`src/logic/io_seq_cfg.svh`:
```
// Purpose: Timing constants for the peripheral bus cycle sequencer
// Assumes: 100 MHz system clock
// Notes:   Counts are in system clock cycles
`ifndef IO_SEQ_CFG_SVH
`define IO_SEQ_CFG_SVH
`define IO_SEQ_PHASE_W      2
`define IO_SEQ_SETUP_CNT    2'h1
`define IO_SEQ_ACCESS_CNT   2'h3
`define IO_SEQ_HOLD_CNT     2'h2
`define IO_SEQ_TURN_CNT     4'h8
`define IO_SEQ_PHASE_RST    2'h0
`endif

```
`src/logic/io_seq_pkg.sv`:
```
// Purpose: Types for the peripheral bus cycle sequencer
// Assumes: Nothing beyond the cfg header
// Notes:   States are one-hot
package io_seq_pkg;
   typedef enum logic [6:0] {
      ST_IDLE   = 7'h01,
      ST_SETUP  = 7'h02,
      ST_STROBE = 7'h04,
      ST_LATCH  = 7'h08,
      ST_HOLD   = 7'h10,
      ST_ACK    = 7'h20,
      ST_DROP   = 7'h40
   } seq_state_t;

   // Request from the main controller
   typedef struct packed {
      logic        is_write;
      logic        is_mem;
      logic [15:0] wdata;
   } cyc_req_t;

   // Active-low bus strobes and enables
   typedef struct packed {
      logic ior_n;
      logic iow_n;
      logic memr_n;
      logic memw_n;
      logic latch_n;
      logic rdoe_n;
      logic wroe_n;
   } bus_ctl_t;
endpackage : io_seq_pkg

```
`src/logic/io_bus_cycle_sequencer.sv`:
```
// Purpose: Runs I/O and memory-space cycles on the slow peripheral bus
// Assumes: Request, ready and zero-wait inputs sampled on i_clk_sys
// Notes:   One shared 2-bit phase counter times every delay except the write turnaround (turn_ff)
`timescale 1ns/1ns
`include "io_seq_cfg.svh"
module io_bus_cycle_sequencer
   import io_seq_pkg::*;
(
   input  wire logic       i_clk_sys,
   input  wire logic       i_rstn,
   input  wire logic       i_req,
   input  wire cyc_req_t   i_req_info,
   input  wire logic       i_rdy,
   input  wire logic       i_zws_n,
   input  wire logic [15:0] i_bus_rdata,
   input  wire logic       i_out_ready,
   output logic            o_ack,
   output logic [15:0]     o_rdata,
   output logic            o_out_valid,
   output bus_ctl_t        o_bus_ctl,
   output logic [15:0]     o_bus_wdata,
   output logic [1:0]      o_phase
);
   // Reset release through two flops
   logic rst_a_ff;
   logic rst_b_ff;
   always_ff @(posedge i_clk_sys or negedge i_rstn) begin
      if (!i_rstn) begin
         rst_a_ff <= 1'b0;
         rst_b_ff <= 1'b0;
      end else begin
         rst_a_ff <= 1'b1;
         rst_b_ff <= rst_a_ff;
      end
   end
   wire rstn = rst_b_ff;

   logic [1:0] rdy_sync_ff;
   logic [1:0] zws_sync_ff;
   always_ff @(posedge i_clk_sys or negedge rstn) begin
      if (!rstn) begin
         rdy_sync_ff <= 2'h3;
         zws_sync_ff <= 2'h3;
      end else begin
         rdy_sync_ff <= {rdy_sync_ff[0], i_rdy};
         zws_sync_ff <= {zws_sync_ff[0], i_zws_n};
      end
   end
   wire rdy_s = rdy_sync_ff[1];
   wire zws_s = ~zws_sync_ff[1];

   // Sequencer state
   seq_state_t  state_ff, nxt_state;
   logic [`IO_SEQ_PHASE_W-1:0] phase_ff, nxt_phase;
   logic        clr_phase;
   cyc_req_t    cur_ff, nxt_cur;
   bus_ctl_t    ctl_ff, nxt_ctl;
   logic        ack_ff, nxt_ack;
   logic [3:0]  turn_ff, nxt_turn;   // Cycles since the last bus strobe ended
   logic        cap_valid;
   logic        buf_ready;

   // Strobe selector shared by assert and release
   function automatic bus_ctl_t strobe_on(input bus_ctl_t c, input cyc_req_t r,
                                          input logic on);
      bus_ctl_t o;
      o = c;
      if (r.is_mem && r.is_write) o.memw_n = ~on;
      else if (r.is_mem)          o.memr_n = ~on;
      else if (r.is_write)        o.iow_n  = ~on;
      else                        o.ior_n  = ~on;
      return o;
   endfunction : strobe_on

   // Next-state and phase logic
   always_comb begin
      nxt_state = state_ff;
      nxt_cur   = cur_ff;
      nxt_ctl   = ctl_ff;
      nxt_ack   = 1'b0;
      clr_phase = 1'b0;
      cap_valid = 1'b0;
      nxt_turn  = (turn_ff == `IO_SEQ_TURN_CNT) ? turn_ff : 4'(turn_ff + 4'h1);
      case (state_ff)
         ST_IDLE: begin
            clr_phase = 1'b1;
            if (i_req && buf_ready) begin
               nxt_cur   = i_req_info;
               nxt_state = ST_SETUP;
            end
         end
         ST_SETUP: begin
            // Write drive only with read enable off
            if (nxt_cur.is_write && turn_ff >= `IO_SEQ_TURN_CNT && ctl_ff.rdoe_n) begin
               nxt_ctl.wroe_n = 1'b0;
            end
            if (!cur_ff.is_write) nxt_ctl.rdoe_n = 1'b0;
            if (phase_ff == `IO_SEQ_SETUP_CNT &&
                (!cur_ff.is_write || !ctl_ff.wroe_n)) begin
               nxt_ctl   = strobe_on(nxt_ctl, cur_ff, 1'b1);
               clr_phase = 1'b1;
               nxt_state = ST_STROBE;
            end else if (phase_ff == `IO_SEQ_SETUP_CNT) begin
               clr_phase = 1'b1;
            end
         end
         ST_STROBE: begin
            if ((phase_ff == `IO_SEQ_ACCESS_CNT && rdy_s) || zws_s) begin
               nxt_ctl.latch_n = 1'b0;  // Harmless pulse on writes
               nxt_state       = ST_LATCH;
            end else if (phase_ff == `IO_SEQ_ACCESS_CNT) begin
               clr_phase = 1'b1;
            end
         end
         ST_LATCH: begin
            // Strobe ends one cycle after latch
            nxt_ctl         = strobe_on(ctl_ff, cur_ff, 1'b0);
            nxt_ctl.latch_n = 1'b1;
            nxt_turn        = 4'h0;
            cap_valid       = !cur_ff.is_write;
            clr_phase       = 1'b1;
            nxt_state       = ST_HOLD;
         end
         ST_HOLD: begin
            if (phase_ff == `IO_SEQ_HOLD_CNT) begin
               nxt_ctl.rdoe_n = 1'b1;
               nxt_ctl.wroe_n = 1'b1;
               nxt_ack        = 1'b1;
               nxt_state      = ST_ACK;
            end
         end
         ST_ACK: begin
            nxt_ack   = 1'b1;
            if (!i_req) begin
               nxt_ack   = 1'b0;
               nxt_state = ST_IDLE;
            end
         end
         default: nxt_state = ST_IDLE;
      endcase
      // One shared counter for every delay except the turnaround
      nxt_phase = clr_phase ? `IO_SEQ_PHASE_RST : 2'(phase_ff + 2'h1);
   end

   always_ff @(posedge i_clk_sys or negedge rstn) begin
      if (!rstn) begin
         state_ff <= ST_IDLE;
         phase_ff <= `IO_SEQ_PHASE_RST;
         cur_ff   <= '0;
         ctl_ff   <= '1;
         ack_ff   <= 1'b0;
         turn_ff  <= `IO_SEQ_TURN_CNT;
      end else begin
         state_ff <= nxt_state;
         phase_ff <= nxt_phase;
         cur_ff   <= nxt_cur;
         ctl_ff   <= nxt_ctl;
         ack_ff   <= nxt_ack;
         turn_ff  <= nxt_turn;
      end
   end

   // Two-entry read buffer; no new cycle starts while any word is held
   logic [15:0] buf_mem_ff [2];
   logic [15:0] nxt_mem [2];
   logic        wp_ff, rp_ff, nxt_wp, nxt_rp;
   logic [1:0]  cnt_ff, nxt_cnt;
   always_comb begin
      nxt_mem = buf_mem_ff;
      nxt_wp  = wp_ff;
      nxt_rp  = rp_ff;
      nxt_cnt = cnt_ff;
      if (cap_valid) begin
         nxt_mem[wp_ff] = i_bus_rdata;
         nxt_wp         = ~wp_ff;
      end
      if (cnt_ff != 2'h0 && i_out_ready) nxt_rp = ~rp_ff;
      nxt_cnt = 2'(cnt_ff + {1'b0, cap_valid} - {1'b0, (cnt_ff != 2'h0 && i_out_ready)});
   end
   always_ff @(posedge i_clk_sys or negedge rstn) begin
      if (!rstn) begin
         buf_mem_ff[0] <= 16'h0000;
         buf_mem_ff[1] <= 16'h0000;
         wp_ff         <= 1'b0;
         rp_ff         <= 1'b0;
         cnt_ff        <= 2'h0;
      end else begin
         buf_mem_ff <= nxt_mem;
         wp_ff      <= nxt_wp;
         rp_ff      <= nxt_rp;
         cnt_ff     <= nxt_cnt;
      end
   end
   // A held word only blocks new cycles, never one in flight
   assign buf_ready = (cnt_ff == 2'h0);

   // Registered outputs
   always_ff @(posedge i_clk_sys or negedge rstn) begin
      if (!rstn) begin
         o_rdata     <= 16'h0000;
         o_out_valid <= 1'b0;
         o_bus_wdata <= 16'h0000;
      end else begin
         o_rdata     <= nxt_mem[nxt_rp];   // Head word moves with valid, no stale cycle
         o_out_valid <= (nxt_cnt != 2'h0);
         o_bus_wdata <= nxt_cur.wdata;
      end
   end
   assign o_ack     = ack_ff;
   assign o_bus_ctl = ctl_ff;
   assign o_phase   = phase_ff;
endmodule : io_bus_cycle_sequencer

```
`config.mk`:
```
export PLATFORM = sky130hd
export DESIGN_NAME = io_bus_cycle_sequencer
export DESIGN_NICKNAME = d
export VERILOG_FILES = /design/src/logic/io_seq_pkg.sv /design/src/logic/io_bus_cycle_sequencer.sv
export VERILOG_INCLUDE_DIRS = /design/src /design/src/logic
export SDC_FILE = /design/constraint.sdc
export NUM_CORES = 1
export LEC_CHECK = 0
export ABC_AREA = 1
export BUFFER_PORTS_ARGS = -buffer_cell sky130_fd_sc_hd__clkbuf_2
export CAP_MARGIN = 15
export CORE_MARGIN = 2
export CORE_UTILIZATION = 57
export DETAILED_ROUTE_END_ITERATION = 12
export PLACE_DENSITY = 0.83
export SLEW_MARGIN = 10
export SYNTH_ARGS = -nofsm -noshare
export SYNTH_HDL_FRONTEND = slang
export SYNTH_SLANG_ARGS = --single-unit
```
`constraint.sdc`:
```
create_clock -name i_clk_sys -period 5.1 [get_ports i_clk_sys]
set_input_delay 0 -clock i_clk_sys [delete_from_list [all_inputs] [get_ports i_clk_sys]]
set_output_delay 0 -clock i_clk_sys [all_outputs]
set_load 0.005 [all_outputs]
```
==> results.yml <==
drt:
  final_antenna_net_count: 0
  wirelength_mm: 9.04
  vias: 3327
  drtIter0Drc: 155
  viasPerCell: 4.98
  wl_per_cell_um: 13.5
  drtPass1Iterations: 4
  drc_errors: 0
placement:
  pre_cts_ws_ns: 2.72
  post_dp_cell_area_sq_mm: 0.00465
  place_inst: 614
  portBuffers: 82
  gp_congestion: 0.878
  place_hpwl_mm: 5.58
global_route:
  grt.busiest_layer: "met2"
  overflow: 0
  grtUsageMet1: 0.292
  grt_max_degree: 63
  grt_pass1_wl_mm: 15.8
  antenna_found_initial: 0
  gr-usage-all-layers: 0.238
  grtUsageMet3: 0.0473
  use_met2: 0.425
  grt_pass1_vias: 3489
timing:
  holdWs_ns: 0.107
  setup_slack_ns: 2.71
  setup_tns_ns: 0
  worst_pin_slew_ns: 1.03
  finalHoldViolCount: 0
  setup_violations: 0
  fmax_mhz: 418
  slew_headroom: 0.307
  skew_ns: 0.00883
  final_max_slew_viol_count: 0
  rsz0062_at_grt: "false"
  min_period_ns: 2.39
  finalCritPeriodShare: 0.469
critical_path:
  rr_startpoint: "cnt_ff[0]"
  r2r_slack_ns: 2.71
  rr_worst_depth: 4
  required_ns: 5.32
  cp_max_fo: 20
  end_kind: "flop"
  worstSetupStartpointType: "flop"
  critPathKind: "flop to flop"
  regToRegEndpoint: "cur_ff[16]"
  arrival_ns: 2.61
  critPathLaunch: "cnt_ff[0]"
clock_tree:
  cts_resized: 0
  path_clk_slew_ns: 0.09
  htree_num_levels: 3
  clock-sinks: 97
  cts_inserted_buffers: 9
  cts_tree: "built"
  ctsRootBufferMaster: "clkbuf_8"
  cts_buffer_depth: 2
  insertion_delay_ns: 0.36
synth:
  yosysMostFrequentCell: "nand2_1"
  ys_types: 32
  synth_top_area_cell: "dfrtp_1"
  postSynthCellCount: 460
  synth_top_flop_cell: "dfrtp_1"
  synth-async-reset-ratio: 1.00
  synth_fp_nets: 507
  ys_ff_latch: 97
  synth_edf_count: 0
  synth_top_area_share: 0.487
  netlist_area_sq_mm: 0.00432
  synthTopCellsByArea: "dfrtp_1 (49%), nand2_1 (15%), dfstp_2 (7.9%), nand2_2 (4.2%), nand3_1 (2.8%)"
  ys.warnings.count: 0
  syn_area_per_cell_sq_um: 9.38
  netlist_top_cells_count: "nand2_1 (174), dfrtp_1 (84), nand2_2 (29), inv_1 (25), nand3_1 (24)"
  yosysSeqAreaShare: 0.566
pwr:
  power_density_mw_per_mm2: 504
  power.leakage_nw: 2.71
  ir_drop_mv: 0.229
  total_power_mw: 2.66
layout:
  final_util: 0.723
  fillCellCount: 579
  finalInstanceArea_sq_mm: 0.00527
  diodes: 0
  syn2layout_area_growth_pct: 22.1
  final_nets: 611
  drive_above_1_share: 0.281
  final_cells: 668
  regArea_sq_mm: 0.00245
  multi_input_area_sq_mm: 0.00156
floorplanning:
  coreArea_sq_mm: 0.00729
  fp.dieH_um: 91.0
  num_io_pins: 83
  num_rows: 31
  die_x_um: 91.0
  dieArea_sq_mm: 0.00828
  initial_utilization: 0.592
worst_hold_path:
  worstHoldPathCells: 5
  min_to: "state_ff[5]"
  min_path_type: "input port to flop"
  hp-start: "i_req"
run:
  drv_cap: 0
status:
  status: "finished, final reports clean"
routing by layer:
layer / vias up / part of all wire / wire length, um
met5: - / 0 / 0
met4: 0 / 0.014 / 130
met3: 14 / 0.048 / 434
met2: 101 / 0.53 / 4790
met1: 1592 / 0.41 / 3680
li1: 1620 / - / -
cells in the final DEF (no fill, tap or decap), drive strengths merged, types with 7 or more instances in the layout:
cell	instances
nand3	26
dfrtp	84
ha	7
o21ai	12
dlygate4sd3	38
nand4	11
a21oi	8
clkbuf	95
nor2	28
nand2	205
inv	28
dfstp	13
state kept, by name, summed over array words and instances, names as in the netlist:
signal and cells:
state_ff 6, o_bus_ctl 7, wp_ff 1, cnt_ff 2, rp_ff 1, rst_b_ff 1, o_ack 1, o_phase 2
zws_sync_ff 2, o_rdata 16, o_bus_wdata 16, rdy_sync_ff 2, buf_mem_ff 32, cur_ff 2, turn_ff 4, rst_a_ff 1
o_out_valid 1
logic make-up after synthesis:
kind of cell / after synthesis / share of synthesized area
AND/OR/NAND/NOR: 274 / 0.301
flip-flops: 97 / 0.566
buffers and inverters: 56 / 0.0731
AO/OA/AOI/OAI: 21 / 0.0258
adder cells (fa/ha/maj): 7 / 0.0203
XOR/XNOR: 4 / 0.0125
other: 1 / 0.000869
worst max-delay path: stages, from the launching register on:
cell and delay (ns):
dfrtp_1 0.42, nor3_2 0.86, nand2_1 0.66, nor2_1 0.26, a21oi_1 0.06
area by class of cell:
type	instances	area share
clock buffers	13	0.0283
well taps	99	0.0235
clock inverters	3	0.0171
flip-flops and latches	97	0.464
inverters	28	0.0199
multi-input cells	307	0.295
repair buffers	121	0.151
what timing repair did:
action	4_1_cts	5_1_grt
hold buffers	38	0
buffers inserted	0	0
hold endpoints to repair	68	0
worst max path at each step:
stage / to / slack [ns] / cells past startpoint
final: cur_ff[16] / 2.71 / 4
after floorplan: buf_mem_ff[0] / 2.22 / 0
after CTS: cur_ff[16] / 2.71 / 4
after detailed placement: cur_ff[16] / 2.72 / 4
after global placement: cur_ff[16] / 2.84 / 4
after global routing: cur_ff[16] / 2.50 / 4
power breakdown:
part | internal [mW] | switching (mW) | leakage, nW
registers | 1.01 | 0.144 | 1.03
logic | 0.359 | 0.554 | 1.56
clock network | 0.340 | 0.253 | 0.118
total | 1.71 | 0.951 | 2.71
(Power assumes the default switching activity.)
